==> src/design/spk_pkg.sv <==
// Package: offsets, decode codes, field positions and reset values
`default_nettype none
package spk_pkg;
   localparam int STRANDS = 64;
   localparam logic [39:0] OFF_IRQ_IDENT = 40'h00_0000_0000;
   localparam logic [39:0] OFF_STRAND_IDENT = 40'h00_0000_0010;
   localparam logic [39:0] OFF_RUN_RW = 40'h00_0000_0050;
   localparam logic [39:0] OFF_RUN_STATUS = 40'h00_0000_0058;
   localparam logic [39:0] OFF_RUN_SET = 40'h00_0000_0060;
   localparam logic [39:0] OFF_RUN_CLEAR = 40'h00_0000_0068;
   localparam logic [39:0] OFF_SERIAL = 40'h80_0000_1000;
   localparam logic [39:0] OFF_FUSE = 40'h80_0000_1008;
   localparam logic [39:0] OFF_AVAIL = 40'h80_0000_1010;
   localparam logic [63:0] RST_FUSE = 64'hFFFF_FFFF_FFFF_FFFF;
   localparam logic [63:0] RST_AVAIL = 64'hFFFF_FFFF_FFFF_FFFF;
   localparam logic [63:0] RST_RUN = 64'h0000_0000_0000_0001;
   localparam logic [5:0] STRANDS_PER_CORE_M1 = 6'h07;
   localparam logic [5:0] VPROC_M1 = 6'h3F;
   localparam int STRAND_HI_LSB = 32;
   localparam int VPROC_HI_LSB = 16;
   localparam logic [7:0] CODE_OWN = 8'h80;
   localparam logic [7:0] CODE_CLK = 8'h83;
   localparam logic [7:0] CODE_MEM = 8'h84;
   localparam logic [7:0] CODE_TEST = 8'h85;
   localparam logic [7:0] CODE_DEBUG = 8'h86;
   localparam logic [7:0] CODE_DMA = 8'h88;
   localparam logic [7:0] CODE_RESET = 8'h89;
   localparam logic [7:0] CODE_SHARED = 8'h90;
   localparam logic [7:0] CODE_PCIE_LO = 8'hC0;
   localparam logic [7:0] CODE_PCIE_HI = 8'hCF;
   localparam logic [7:0] CODE_BOOT = 8'hFF;
   typedef enum logic [3:0] {
      SPK_TGT_NONE, SPK_TGT_RSVD, SPK_TGT_OWN, SPK_TGT_CLK, SPK_TGT_MEM,
      SPK_TGT_TEST, SPK_TGT_DEBUG, SPK_TGT_DMA, SPK_TGT_RESET,
      SPK_TGT_SHARED, SPK_TGT_PCIE, SPK_TGT_BOOT
   } spk_tgt_e;
endpackage : spk_pkg
`default_nettype wire

==> src/design/spk_addr_decode.sv <==
// Registered upper-byte decode of an I/O physical address
`default_nettype none
module spk_addr_decode (
   input wire logic i_clk,
   input wire logic i_rst,
   input wire logic i_valid,
   input wire logic [39:0] i_addr,
   output logic o_valid,
   output spk_pkg::spk_tgt_e o_target,
   output logic [1:0] o_mem_sel
);
   function automatic spk_pkg::spk_tgt_e spk_route(input logic [7:0] code);
      spk_pkg::spk_tgt_e t;
      t = spk_pkg::SPK_TGT_RSVD;
      if (!code[7]) begin
         t = spk_pkg::SPK_TGT_NONE;
      end else if (code[7:5] == 3'b101) begin
         t = spk_pkg::SPK_TGT_NONE;
      end else if (code >= spk_pkg::CODE_PCIE_LO && code <= spk_pkg::CODE_PCIE_HI) begin
         t = spk_pkg::SPK_TGT_PCIE;
      end else begin
         case (code)
            spk_pkg::CODE_OWN: t = spk_pkg::SPK_TGT_OWN;
            spk_pkg::CODE_CLK: t = spk_pkg::SPK_TGT_CLK;
            spk_pkg::CODE_MEM: t = spk_pkg::SPK_TGT_MEM;
            spk_pkg::CODE_TEST: t = spk_pkg::SPK_TGT_TEST;
            spk_pkg::CODE_DEBUG: t = spk_pkg::SPK_TGT_DEBUG;
            spk_pkg::CODE_DMA: t = spk_pkg::SPK_TGT_DMA;
            spk_pkg::CODE_RESET: t = spk_pkg::SPK_TGT_RESET;
            spk_pkg::CODE_SHARED: t = spk_pkg::SPK_TGT_SHARED;
            spk_pkg::CODE_BOOT: t = spk_pkg::SPK_TGT_BOOT;
            default: t = spk_pkg::SPK_TGT_RSVD;
         endcase
      end
      return t;
   endfunction : spk_route

   always_ff @(posedge i_clk) begin
      if (i_rst) begin
         o_valid <= 1'b0;
         o_target <= spk_pkg::SPK_TGT_NONE;
         o_mem_sel <= 2'b00;
      end else begin
         o_valid <= i_valid;
         o_target <= spk_route(i_addr[39:32]);
         o_mem_sel <= i_addr[13:12];
      end
   end
endmodule : spk_addr_decode
`default_nettype wire

==> src/design/spk_park_vec.sv <==
// Strand-run control vector with set, clear and last-strand protection
`default_nettype none
module spk_park_vec #(
   parameter int STRANDS = 64
) (
   input wire logic i_clk,
   input wire logic i_rst,
   input wire logic i_set_we,
   input wire logic i_clr_we,
   input wire logic [STRANDS-1:0] i_data,
   input wire logic [5:0] i_requester,
   output logic [STRANDS-1:0] o_run
);
   logic [STRANDS-1:0] run_d;
   initial begin
      if (STRANDS != 64) $error("spk_park_vec serves 64 strands only");
   end
   always_comb begin
      run_d = o_run;
      if (i_set_we) begin
         run_d = o_run | i_data;
      end else if (i_clr_we) begin
         run_d = o_run & ~i_data;
         if (run_d == '0) begin
            run_d[i_requester] = 1'b1;
         end
      end
   end
   always_ff @(posedge i_clk) begin
      if (i_rst) begin
         o_run <= spk_pkg::RST_RUN;
      end else begin
         o_run <= run_d;
      end
   end
endmodule : spk_park_vec
`default_nettype wire

==> src/design/spk_ncu_regs.sv <==
// Shared strand-park registers, identity registers, management registers and I/O decode
`default_nettype none
//Contract
// - Write to set port sets run bits where data is one.
// - Write to clear port clears run bits where data is one.
// - Update parking all strands keeps the requesting strand running.
// - Self-parked strand executes nothing after the parking instruction.
// - Interrupt identity reads zero in 15:6, own identifier in 5:0.
// - Strand identity reads 7 in 37:32 and 3F in 21:16.
// - Identifier is core number in 5:3, strand in 2:0.
// - Forty-bit addresses; bit 39 selects memory or I/O.
// - Decode target from the eight top address bits.
// - Codes 00-7F, A0-BF unhandled; unlisted codes reserved.
// - Code 90 selects shared alternate-space registers.
// - Code 84 selects memory controller by bits 13:12.
// - Codes 80,83,85,86,88,89,FF route to their units.
// - Serial number is read-only with fixed documented fields.
// - Fuse status is read-only fuse value, all ones by default.
// - Strand availability mirrors fuses, same value per core.
// - Codes C0 through CF reserved for PCIe mapping.
// - Run control holds one bit per strand, one means run.
// - Running status shows one for running strands.
module spk_ncu_regs #(
   parameter int STRANDS = 64
) (
   input wire logic i_clk,
   input wire logic i_rst,
   input wire logic i_req,
   input wire logic i_we,
   input wire logic [39:0] i_addr,
   input wire logic [63:0] i_wdata,
   input wire logic [5:0] i_requester,
   input wire logic [63:0] i_serial,
   input wire logic [63:0] i_fuse,
   input wire logic [7:0] i_core_avail,
   input wire logic [63:0] i_strand_running,
   output logic o_rvalid,
   output logic [63:0] o_rdata,
   output logic [63:0] o_run_ctl,
   output logic [63:0] o_halt_now,
   output logic o_io_valid,
   output spk_pkg::spk_tgt_e o_io_target,
   output logic [1:0] o_mem_sel
);
   logic set_we;
   logic clr_we;
   logic [63:0] run_vec;
   logic [63:0] serial_q;
   logic [63:0] fuse_q;
   logic [63:0] avail_q;
   logic [63:0] status_q;
   logic fuse_loaded_q;
   logic [63:0] rdata_d;

   initial begin
      if (STRANDS != spk_pkg::STRANDS) $error("spk_ncu_regs serves 64 strands only");
   end

   assign set_we = i_req && i_we && i_addr == spk_pkg::OFF_RUN_SET;
   assign clr_we = i_req && i_we && i_addr == spk_pkg::OFF_RUN_CLEAR;

   spk_park_vec #(.STRANDS(STRANDS)) u_park (
      .i_clk(i_clk),
      .i_rst(i_rst),
      .i_set_we(set_we),
      .i_clr_we(clr_we),
      .i_data(i_wdata),
      .i_requester(i_requester),
      .o_run(run_vec)
   );

   spk_addr_decode u_dec (
      .i_clk(i_clk),
      .i_rst(i_rst),
      .i_valid(i_req),
      .i_addr(i_addr),
      .o_valid(o_io_valid),
      .o_target(o_io_target),
      .o_mem_sel(o_mem_sel)
   );

   // Fuse-fed values captured once after reset release; never written by software
   always_ff @(posedge i_clk) begin
      if (i_rst) begin
         fuse_loaded_q <= 1'b0;
         serial_q <= '0;
         fuse_q <= spk_pkg::RST_FUSE;
         avail_q <= spk_pkg::RST_AVAIL;
      end else if (!fuse_loaded_q) begin
         fuse_loaded_q <= 1'b1;
         serial_q <= i_serial;
         fuse_q <= i_fuse;
         for (int c = 0; c < 8; c++) begin
            avail_q[c*8 +: 8] <= {8{i_core_avail[c]}};
         end
      end
   end

   always_ff @(posedge i_clk) begin
      if (i_rst) begin
         status_q <= '0;
      end else begin
         status_q <= i_strand_running;
      end
   end

   // Run control drives strands; a self-park pulses o_halt_now for the requester one cycle before o_run_ctl clears it
   always_ff @(posedge i_clk) begin
      if (i_rst) begin
         o_run_ctl <= spk_pkg::RST_RUN;
         o_halt_now <= '0;
      end else begin
         o_run_ctl <= run_vec;
         o_halt_now <= '0;
         if (clr_we && i_wdata[i_requester] && (run_vec & ~i_wdata) != '0) begin
            o_halt_now[i_requester] <= 1'b1;
         end
      end
   end

   always_comb begin
      rdata_d = '0;
      case (i_addr)
         spk_pkg::OFF_IRQ_IDENT: rdata_d[5:0] = i_requester;
         spk_pkg::OFF_STRAND_IDENT: begin
            rdata_d[spk_pkg::STRAND_HI_LSB +: 6] = spk_pkg::STRANDS_PER_CORE_M1;
            rdata_d[spk_pkg::VPROC_HI_LSB +: 6] = spk_pkg::VPROC_M1;
            rdata_d[5:0] = i_requester;
         end
         spk_pkg::OFF_RUN_RW: rdata_d = run_vec;
         spk_pkg::OFF_RUN_STATUS: rdata_d = status_q;
         spk_pkg::OFF_SERIAL: rdata_d = serial_q;
         spk_pkg::OFF_FUSE: rdata_d = fuse_q;
         spk_pkg::OFF_AVAIL: rdata_d = avail_q;
         default: rdata_d = '0;
      endcase
   end

   always_ff @(posedge i_clk) begin
      if (i_rst) begin
         o_rvalid <= 1'b0;
         o_rdata <= '0;
      end else begin
         o_rvalid <= i_req && !i_we;
         o_rdata <= (i_req && !i_we) ? rdata_d : '0;
      end
   end
endmodule : spk_ncu_regs
`default_nettype wire

==> config.mk <==
export PLATFORM = sky130hd
export DESIGN_NAME = spk_ncu_regs
export DESIGN_NICKNAME = d
export VERILOG_FILES = /design/src/design/spk_pkg.sv /design/src/design/spk_addr_decode.sv /design/src/design/spk_park_vec.sv /design/src/design/spk_ncu_regs.sv
export SDC_FILE = /design/constraint.sdc
export NUM_CORES = 1
export LEC_CHECK = 0
export ABC_CLOCK_PERIOD_IN_PS = 2900
export BUFFER_PORTS_ARGS = -buffer_cell sky130_fd_sc_hd__buf_2
export CAP_MARGIN = 40
export CORE_MARGIN = 3
export CORE_UTILIZATION = 46
export CTS_BUF_LIST = sky130_fd_sc_hd__clkbuf_4 sky130_fd_sc_hd__clkbuf_8
export CTS_CLUSTER_DIAMETER = 150
export DETAILED_ROUTE_END_ITERATION = 8
export HOLD_SLACK_MARGIN = 0.15
export PLACE_DENSITY = 0.74
export SLEW_MARGIN = 15
export SYNTH_ARGS = -nofsm -noshare
export SYNTH_HDL_FRONTEND = slang
export SYNTH_SLANG_ARGS = --single-unit
==> constraint.sdc <==
create_clock -name i_clk -period 2.9 [get_ports i_clk]
set_clock_uncertainty 0.1 [all_clocks]
set_input_delay 0.435 -clock i_clk [delete_from_list [all_inputs] [get_ports i_clk]]
set_output_delay 0.435 -clock i_clk [all_outputs]
set_load 0.005 [all_outputs]
==> results of run 1 <==
## synthesized netlist by cell type, drive strengths merged (5+ instances only)
cell type / count / share of area, %
nand3: 25 / 0.68
buf: 43 / 1.1
o221a: 47 / 2.9
mux4: 6 / 0.74
nand4: 69 / 2.4
a21oi: 75 / 2.0
a22o: 6 / 0.29
dfxtp: 465 / 51
mux2: 18 / 1.1
inv: 20 / 0.41
mux2i: 236 / 13
nand2: 128 / 2.6
o21ai: 71 / 1.9
nor3: 55 / 1.5
a31oi: 49 / 1.7
nor2b: 188 / 6.4
nand2b: 5 / 0.17
o221ai: 5 / 0.24
clkbuf: 104 / 2.1
nor2: 138 / 2.8
a22oi: 24 / 0.98
a2111oi: 14 / 0.67
nor4: 33 / 1.4
## registers in the layout (all words and copies together) (netlist names)
| signal | flops |
|---|---|
| fuse_q | 64 |
| o_halt_now | 64 |
| o_rdata | 64 |
| o_run_ctl | 64 |
| serial_q | 64 |
| status_q | 64 |
| u_park.o_run | 64 |
| avail_q | 8 |
| u_dec.o_target | 4 |
| u_dec.o_mem_sel | 2 |
| fuse_loaded_q | 1 |
| o_rvalid | 1 |
| u_dec.o_valid | 1 |
## critical path, cell delays in order
cell and delay [ns]:
dlygate4sd3_1 0.60, buf_2 0.16, nor2b_1 0.05, a2111oi_0 0.56, nand4_1 0.25, nor4_4 0.48
buf_4 0.20, nand4b_1 0.26, o21ai_0 0.28
## cells by family after synthesis
| group | share of synthesized area, % |
|---|---|
| AO/OA/AOI/OAI | 12.0 |
| buffers and inverters | 3.68 |
| flip-flops | 50.8 |
| multiplexers | 14.7 |
| AND/OR/NAND/NOR | 18.8 |
## metrics by stage
stage               std cells  hold slack (ns)
floorplan                1870            0.339
global placement         2861            0.352
detailed placement       2862            0.362
CTS                      3293            0.152
global route             3303            0.195
finish                   3308            0.198
## layout make-up
class	instances	area share [%]
Timing Repair Buffer	911	24.2
Antenna cell	14	0.132
Clock inverter	22	0.555
Inverter	21	0.306
Multi-Input combinational cell	1237	31.6
Sequential cell	465	35.0
Clock buffer	120	5.74
Tap cell	518	2.44
## worst paths after layout
check / end / slack (ns) / depth (start not counted) / start
setup / recovery: u_park.o_run[5] / 0.06 / 9 / i_wdata[32]
hold / removal: o_halt_now[61] / 0.20 / 4 / i_requester[0]
setup reg to reg: u_park.o_run[5] / 0.10 / 7 / u_park.o_run[32]
hold reg to reg: fuse_q[9] / 0.37 / 2 / fuse_q[9]
## power breakdown
group | internal [W] | switching (W)
logic | 0.000742 | 0.000724
registers | 0.00656 | 0.000101
clock network | 0.00346 | 0.00276
total | 0.0108 | 0.00358
## routing by layer
metal | wire length [um] | part of all wire [%] | up-vias
li1 | - | - | 8417
met1 | 30100 | 39 | 9032
met2 | 36500 | 47 | 1185
met3 | 7290 | 9.4 | 267
met4 | 3630 | 4.7 | 14
met5 | 85 | 0.11 | -
## what timing repair did
| item | 4_1_cts | 5_1_grt |
|---|---|---|
| hold buffers | 289 | 0 |
| hold endpoints to repair | 296 | 0 |
| gates resized for setup | 0 | 6 |
| endpoints found under the setup margin | 0 | 80 |
| setup buffers | 0 | 1 |
==> results by group, run 1 <==
Status
  • Status: completed

Finish
  • Final Cell Area: 0.0266 mm^2
  • Area occupied by multi-input gates: 0.00840 mm^2
  • Filler Cells Inserted: 2871
  • P&R area growth vs syn: 45.2%
  • Share of cells above drive strength 1: 30.7%
  • Final-stage net count: 3028
  • Most common cell after layout, fill and taps aside: buf_2
  • Reg area: 0.00931 mm^2
  • Commonest cells after routing, fill and taps aside: buf_2 (511), dfxtp_1 (464), dlygate4sd3_1 (289)
  • Post-layout util: 68.2%

Global route
  • GRT busiest layer: met2
  • Met1 GRT Util: 43.6%
  • Initial antenna violation count: 21
  • GR Layer Usage met3: 8.51%
  • Vias in the first global route: 19200
  • GRT met2 Usage: 58.2%
  • Grt total ovfl: 0
  • First-pass GRT wire length: 114000 um
  • Largest net degree at the start of global routing: 94
  • GRT Util Overall: 35.3%

Timing
  • Slew @ Worst Pin: 0.874 ns
  • Final setup margin: 0.0648 ns
  • Slew HR: 41.7%
  • Fin crit share: 97.8%
  • Finish-stage setup viols: 0
  • Fin Setup TNS: 0 ns
  • Final Critical Period: 2.84 ns
  • Final hold vios: 0
  • Unrepaired setup endpoints after global routing: false
  • Slew Limit Fails: 0
  • Fmax: 353 MHz

CTS
  • CTS clk-pin slew, worst paths: 0.06 ns
  • CTS tree: built
  • CTS buffer count: 78
  • Longest Clk Path Bufs: 3
  • Htree depth: 3
  • CTS sink cnt: 465
  • Root Buffer Master: clkbuf_8
  • Worst-skew pair later-pin latency: 0.64 ns

Routing
  • Post-Route WL: 77700 um
  • Vias: 18900
  • WL per Instance: 23.5 um
  • Post-route DRC violation count: 0
  • ANT nets after route: 0
  • Initial DRC Count: 1959
  • Drt via density: 5.72
  • Drt pass-1 iters: 7

Logic synthesis
  • Post-synth EDFFs: 0
  • Cells after Synth: 1870
  • Ys async rst share: 0%
  • Unique masters post-synth: 58
  • Sequential area share after synthesis: 50.8%
  • Post-Syn Area: 0.0183 mm^2
  • Mapped Avg Cell Area: 9.79 um^2
  • Synth Register Bits: 465
  • Yosys warns: 0
  • Syn Nets: 2184
  • Ys flop type: dfxtp_1

Hold path
  • Worst hold path class: input port to flop

Placement
  • Pre-CTS WS: -0.0636 ns
  • IO Port Bufs: 513
  • RD Place Congestion: 1.00
  • DP Area: 0.0220 mm^2
  • HPWL Detailed: 52900 um

Floorplan
  • Starting Density: 47.0%
  • Die ar.: 0.0422 mm^2
  • Die width: 206 um
  • Die height: 206 um
  • CORE AREA: 0.0390 mm^2
  • # rows: 72
  • I/O pin count: 514

Pwr
  • Pwr/cell area: 539 mW/mm^2
  • Static leakage: 11.9 nW
  • Worst vdd ir: 461 uV
  • Final Power: 0.0143 W

Worst setup path
  • Worst EP arrival: 3.28 ns
  • Crit-path max FO: 6
  • CP startpoint kind: input port
  • Worst EP required: 3.35 ns
  • WS Path Type: input port to flop
  • Crit end category: flop

Run
  • Maxcap violations: 0
Power figures use the tool's default switching activity.
==> run 2: changes to the inputs <==
--- a/config.mk
+++ b/config.mk
@@ -6,15 +6,15 @@
 export NUM_CORES = 1
 export LEC_CHECK = 0
 export ABC_CLOCK_PERIOD_IN_PS = 2900
-export BUFFER_PORTS_ARGS = -buffer_cell sky130_fd_sc_hd__buf_2
 export CAP_MARGIN = 40
 export CORE_MARGIN = 3
 export CORE_UTILIZATION = 46
-export CTS_BUF_LIST = sky130_fd_sc_hd__clkbuf_4 sky130_fd_sc_hd__clkbuf_8
+export CTS_BUF_LIST = sky130_fd_sc_hd__clkbuf_16
 export CTS_CLUSTER_DIAMETER = 150
 export DETAILED_ROUTE_END_ITERATION = 8
+export DONT_BUFFER_PORTS = 1
 export HOLD_SLACK_MARGIN = 0.15
-export PLACE_DENSITY = 0.74
+export PLACE_DENSITY = 0.63
 export SLEW_MARGIN = 15
 export SYNTH_ARGS = -nofsm -noshare
 export SYNTH_HDL_FRONTEND = slang
==> results by group, run 2 (same netlist as run 1, synthesis figures left out) <==
Floorplan
  • # rows: 72 (unchanged)
  • Die width: 206 um (unchanged)
  • I/O pin count: 514 (unchanged)
  • Starting Density: 47.0% (unchanged)
  • CORE AREA: 0.0390 mm^2 (unchanged)
  • Die height: 206 um (unchanged)
  • Die ar.: 0.0422 mm^2 (unchanged)

Finish
  • Most common cell after layout, fill and taps aside: dfxtp_1 (was buf_2)
  • Share of cells above drive strength 1: 9.74% (was 30.7%)
  • Final-stage net count: 2467 (was 3028)
  • P&R area growth vs syn: 30.0% (was 45.2%)
  • Commonest cells after routing, fill and taps aside: dfxtp_1 (464), dlygate4sd3_1 (323), mux2i_1 (236) (was buf_2 (511), dfxtp_1 (464), dlygate4sd3_1 (289))
  • Filler Cells Inserted: 3137 (was 2871)

CTS
  • CTS buffer count: 49 (was 78)
  • Htree depth: 2 (was 3)
  • CTS clk-pin slew, worst paths: 0.07 ns (was 0.06 ns)
  • Longest Clk Path Bufs: 3 (unchanged)
  • CTS tree: built (unchanged)
  • Post-CTS setup buffer count: 0 (unchanged)
  • Worst-skew pair later-pin latency: 0.58 ns (was 0.64 ns)
  • CTS sink cnt: 465 (unchanged)
  • Root Buffer Master: clkbuf_16 (was clkbuf_8)

Pwr
  • Static leakage: 9.41 nW (was 11.9 nW)
  • Pwr/cell area: 593 mW/mm^2 (was 539 mW/mm^2)
  • Final Power: 0.0141 W (was 0.0143 W)
  • Worst vdd ir: 499 uV (was 461 uV)

Worst setup path
  • Crit end category: flop (unchanged)
  • Crit-path max FO: 13 (was 6)
  • Worst EP required: 3.28 ns (was 3.35 ns)
  • WS Path Type: input port to flop (unchanged)
  • Worst EP arrival: 3.22 ns (was 3.28 ns)
  • CP startpoint kind: input port (unchanged)

Global route
  • Largest net degree at the start of global routing: 135 (was 94)
  • Initial antenna violation count: 11 (was 21)
  • First-pass GRT wire length: 105000 um (was 114000 um)
  • Grt total ovfl: 0 (unchanged)
  • Vias in the first global route: 16200 (was 19200)
  • GRT Util Overall: 33.2% (was 35.3%)

Timing
  • Final Critical Period: 2.84 ns (about the same)
  • Final hold vios: 0 (unchanged)
  • Unrepaired setup endpoints after global routing: false (unchanged)
  • Slew HR: 39.4% (was 41.7%)
  • Fin Setup TNS: 0 ns (unchanged)
  • Fmax: 352 MHz (was 353 MHz)
  • Slew Limit Fails: 0 (unchanged)
  • Fin crit share: 98.0% (was 97.8%)
  • Slew @ Worst Pin: 0.906 ns (was 0.874 ns)
  • Finish-stage setup viols: 0 (unchanged)
  • Final setup margin: 0.0568 ns (was 0.0648 ns)

Placement
  • RD Place Congestion: 0.893 (was 1.00)
  • IO Port Bufs: 0 (was 513)
  • HPWL Detailed: 47100 um (was 52900 um)
  • Pre-CTS WS: 0.151 ns (was -0.0636 ns)

Routing
  • Post-Route WL: 72700 um (was 77700 um)
  • ANT nets after route: 0 (unchanged)
  • Drt pass-1 iters: 5 (was 7)
  • Vias: 16200 (was 18900)
  • Initial DRC Count: 1585 (was 1959)
  • Drt via density: 5.98 (was 5.72)
  • WL per Instance: 26.8 um (was 23.5 um)
  • Post-route DRC violation count: 0 (unchanged)

Status
  • Status: completed (unchanged)

Hold path
  • Worst hold path class: input port to flop (unchanged)

Run
  • Maxcap violations: 0 (unchanged)
run 2: changes by cell type in the layout (fill, tap and decap cells not counted), sizes merged:
| cell | change |
|---|---|
| buf | -566 |
| clkbuf | -71 |
| dlygate4sd3 | +34 |
| inv | +11 |
| diode | -7 |
| bufinv | +6 |
| clkinvlp | -2 |
| clkinv | -1 |
run 2: metal layers:
metal  part of all wire, %  vias up  track usage (%)
met2                    45      887             52.2
met1                    39     7845             41.3
met5                 0.054        -                0
met3                    11      212             10.9
li1                      -     7261                -
met4                   4.9        6             15.5
run 2: layout make-up:
class / instances / area (um^2) / share of cell area, %
Timing Repair Buffer: 379 / 3780 / 15.9
Clock inverter: 36 / 368 / 1.54
Inverter: 21 / 81.3 / 0.342
Clock buffer: 49 / 1230 / 5.15
Multi-Input combinational cell: 1237 / 8380 / 35.2
Tap cell: 518 / 648 / 2.72
Sequential cell: 465 / 9310 / 39.1
Antenna cell: 7 / 17.5 / 0.0736
run 2: worst paths after layout:
path	startpoint	end	slack (ns)	cells past startpoint
hold reg to reg	fuse_q[20]	fuse_q[20]	0.38	2
setup reg to reg	u_park.o_run[22]	u_park.o_run[41]	0.22	7
hold / removal	i_requester[5]	o_halt_now[62]	0.18	2
setup / recovery	i_addr[37]	o_halt_now[4]	0.06	8
run 2: worst max-delay path, cell delays in order:
cell and delay [ns]:
dlygate4sd3_1 0.63, nor2_1 0.32, nand4_4 0.26, nor4_4 0.49, nand2_1 0.11, a2111o_2 0.44
buf_4 0.22, nor4_1 0.31
run 2: stage by stage:
stage	utilization [%]	hold slack [ns]	cell area [um^2]	instances
2_1_floorplan	-	0.339	18300	1870
3_3_place_gp	48.4	0.351	18900	2292
3_5_place_dp	48.5	0.358	18900	2295
4_1_cts	61.0	0.150	23800	2705
5_1_grt	61.0	0.179	23800	2711
6_report	61.1	0.180	23800	2712
run 2: what timing repair did:
item	CTS	global route
resized for setup	0	1
hold buffers	325	0
endpoints found under the setup margin	0	31
hold endpoints to repair	392	0
run 2: where the power goes:
group / switching [W] / internal, W
Clock: 0.00265 / 0.00370
Combinational: 0.000521 / 0.000591
Sequential: 0.0000967 / 0.00655
Total: 0.00327 / 0.0108
==> run 3: changes to the inputs <==
--- a/config.mk
+++ b/config.mk
@@ -13,8 +13,10 @@
 export CTS_CLUSTER_DIAMETER = 150
 export DETAILED_ROUTE_END_ITERATION = 8
 export DONT_BUFFER_PORTS = 1
+export GPL_TIMING_DRIVEN = 1
 export HOLD_SLACK_MARGIN = 0.15
 export PLACE_DENSITY = 0.63
+export SETUP_SLACK_MARGIN = 0.5
 export SLEW_MARGIN = 15
 export SYNTH_ARGS = -nofsm -noshare
 export SYNTH_HDL_FRONTEND = slang
==> results by group, run 3 (same netlist as run 1, synthesis figures left out) <==
Routing
  • Post-Route WL: 75200 um (was 72700 um)
  • Drt pass-1 iters: 6 (was 5)
  • Vias: 16700 (was 16200)
  • WL per Instance: 27.2 um (was 26.8 um)
  • ANT nets after route: 0 (unchanged)
  • Post-route DRC violation count: 0 (unchanged)
  • Initial DRC Count: 1782 (was 1585)
  • Drt via density: 6.06 (was 5.98)

Worst setup path
  • Worst EP arrival: 2.91 ns (was 3.22 ns)
  • CP startpoint kind: input port (unchanged)
  • R2R Path Start: u_park.o_run[11] (was u_park.o_run[22])
  • R2r setup slk: 0.38 ns (was 0.22 ns)
  • Crit-path max FO: 8 (was 13)
  • Crit end category: flop (unchanged)
  • CP Launch Point: i_wdata[61] (was i_addr[37])
  • WS Path Type: input port to flop (unchanged)
  • Worst EP required: 3.27 ns (was 3.28 ns)

Finish
  • Final-stage net count: 2517 (was 2467)
  • Post-layout util: 64.4% (was 61.1%)
  • Share of cells above drive strength 1: 15.7% (was 9.74%)
  • Commonest cells after routing, fill and taps aside: dfxtp_1 (437), dlygate4sd3_1 (347), mux2i_1 (236) (was dfxtp_1 (464), dlygate4sd3_1 (323), mux2i_1 (236))
  • Filler Cells Inserted: 2963 (was 3137)
  • P&R area growth vs syn: 37.2% (was 30.0%)
  • Most common cell after layout, fill and taps aside: dfxtp_1 (unchanged)

Pwr
  • Internal power: 0.0108 W (about the same)
  • Pwr/cell area: 563 mW/mm^2 (was 593 mW/mm^2)
  • Static leakage: 9.99 nW (was 9.41 nW)
  • Worst vdd ir: 457 uV (was 499 uV)
  • Power share of the clock group: 44.8% (was 45.0%)
  • Sw Share: 23.3% (was 23.2%)
  • Final Power: 0.0141 W (about the same)
  • Sequential power share: 46.9% (was 47.1%)
  • Share of total power in combinational logic: 8.2% (was 7.9%)
  • P_sw: 0.00330 W (was 0.00327 W)

CTS
  • CTS buffer count: 47 (was 49)
  • CTS clk-pin slew, worst paths: 0.07 ns (about the same)
  • Worst-skew pair later-pin latency: 0.59 ns (was 0.58 ns)
  • Longest Clk Path Bufs: 3 (unchanged)
  • CTS tree: built (unchanged)
  • Hold_buf cts: 357 (was 325)
  • Htree depth: 2 (unchanged)
  • CTS sink cnt: 465 (unchanged)
  • Root Buffer Master: clkbuf_16 (unchanged)

Timing
  • Fin Hold WS: -0.0232 ns (was 0.180 ns)
  • Finish-stage setup viols: 0 (unchanged)
  • Unrepaired setup endpoints after global routing: true (was false)
  • Slew @ Worst Pin: 1.04 ns (was 0.906 ns)
  • Fmax: 393 MHz (was 352 MHz)
  • Final hold vios: 1 (was 0)
  • Fin crit share: 87.8% (was 98.0%)
  • Slew Limit Fails: 0 (unchanged)
  • Fin Setup TNS: 0 ns (unchanged)
  • Final setup margin: 0.353 ns (was 0.0568 ns)
  • Final Critical Period: 2.55 ns (was 2.84 ns)
  • Slew HR: 30.2% (was 39.4%)

Run
  • Maxcap violations: 0 (unchanged)

Hold path
  • Hold wc startpoint: i_wdata[37] (was i_requester[5])
  • Worst hold path class: input port to flop (unchanged)

Floorplan
  • Die ar.: 0.0422 mm^2 (unchanged)
  • CORE AREA: 0.0390 mm^2 (unchanged)
  • Starting Density: 47.0% (unchanged)
  • Die height: 206 um (unchanged)
  • # rows: 72 (unchanged)
  • I/O pin count: 514 (unchanged)
  • Die width: 206 um (unchanged)

Status
  • Status: complete, but fails checks (was completed)
  • Failing checks: hold timing

Global route
  • First-pass GRT wire length: 107000 um (was 105000 um)
  • GR Layer Usage met3: 9.00% (was 10.9%)
  • Initial antenna violation count: 6 (was 11)
  • Largest net degree at the start of global routing: 111 (was 135)
  • GRT met2 Usage: 54.5% (was 52.2%)
  • Met1 GRT Util: 42.3% (was 41.3%)
  • Grt total ovfl: 0 (unchanged)
  • GRT busiest layer: met2 (unchanged)
  • Vias in the first global route: 16500 (was 16200)
  • GRT Util Overall: 33.7% (was 33.2%)

Placement
  • RD Place Congestion: 0.909 (was 0.893)
  • Pre-CTS WS: 0.0185 ns (was 0.151 ns)
  • IO Port Bufs: 0 (unchanged)
  • HPWL Detailed: 47200 um (was 47100 um)
run 3: cell types whose count changed in the layout (fill, tap and decap cells not counted), sizes merged:
cell	delta
dlygate4sd3	+24
dlymetal6s4s	+8
inv	-3
clkbuf	+3
buf	+17
diode	-2
run 3: layout make-up:
cell class	count	area [um^2]	area share, %
inverters	21	81.3	0.324
well taps	518	648	2.58
diodes	5	12.5	0.0498
clock inverters	33	355	1.41
multi-input cells	1237	8990	35.8
repair buffers	431	4460	17.7
clock buffers	49	1230	4.88
flip-flops and latches	465	9360	37.2
run 3: path summary, 6_finish.rpt:
| check | endpoint | cells past startpoint |
|---|---|---|
| worst min register to register | fuse_q[55] | 2 |
| worst max-delay path | o_halt_now[17] | 10 |
| worst max register to register | o_halt_now[17] | 9 |
| worst min-delay path | u_park.o_run[37] | 2 |
run 3: worst max-delay path, stage by stage:
cell	delay (ns)
dlygate4sd3_1	0.60
nor2b_2	0.23
a2111oi_2	0.09
nand4_1	0.19
nor4_4	0.07
buf_4	0.16
a2111o_2	0.51
buf_8	0.18
clkbuf_16	0.16
nor4_2	0.28
run 3: metal layers:
metal / up-vias / routed length, um
li1: 7367 / -
met1: 8096 / 28800
met2: 1018 / 34600
met3: 250 / 7760
met4: 0 / 4030
met5: - / 0
run 3: through the flow:
stage	std cells	hold WS, ns	area (um^2)
CTS	2740	-0.0585	24400
detailed placement	2295	0.359	19000
global placement	2293	0.351	19000
global route	2759	-0.0104	25100
floorplan	1870	0.339	18400
finish	2759	-0.0232	25100
run 3: repair_timing:
action                     4_1_cts  5_1_grt
setup endpoints to repair      126      130
pin swaps                        7       34
buffers inserted                 4       10
gates cloned                     2        4
hold endpoints to repair       385        1
gates resized for setup         65      132
run 3: power by group through the flow:
| stage | clock, W | sequential (W) | combinational (W) |
|---|---|---|---|
| after detailed placement | 0 | 0.00678 | 0.000655 |
| after global placement | 0 | 0.00677 | 0.000633 |
| final | 0.00634 | 0.00664 | 0.00117 |
| after CTS | 0.00636 | 0.00663 | 0.00109 |
| after floorplan | 0 | 0.00675 | 0.000601 |
| after global routing | 0.00665 | 0.00665 | 0.00123 |
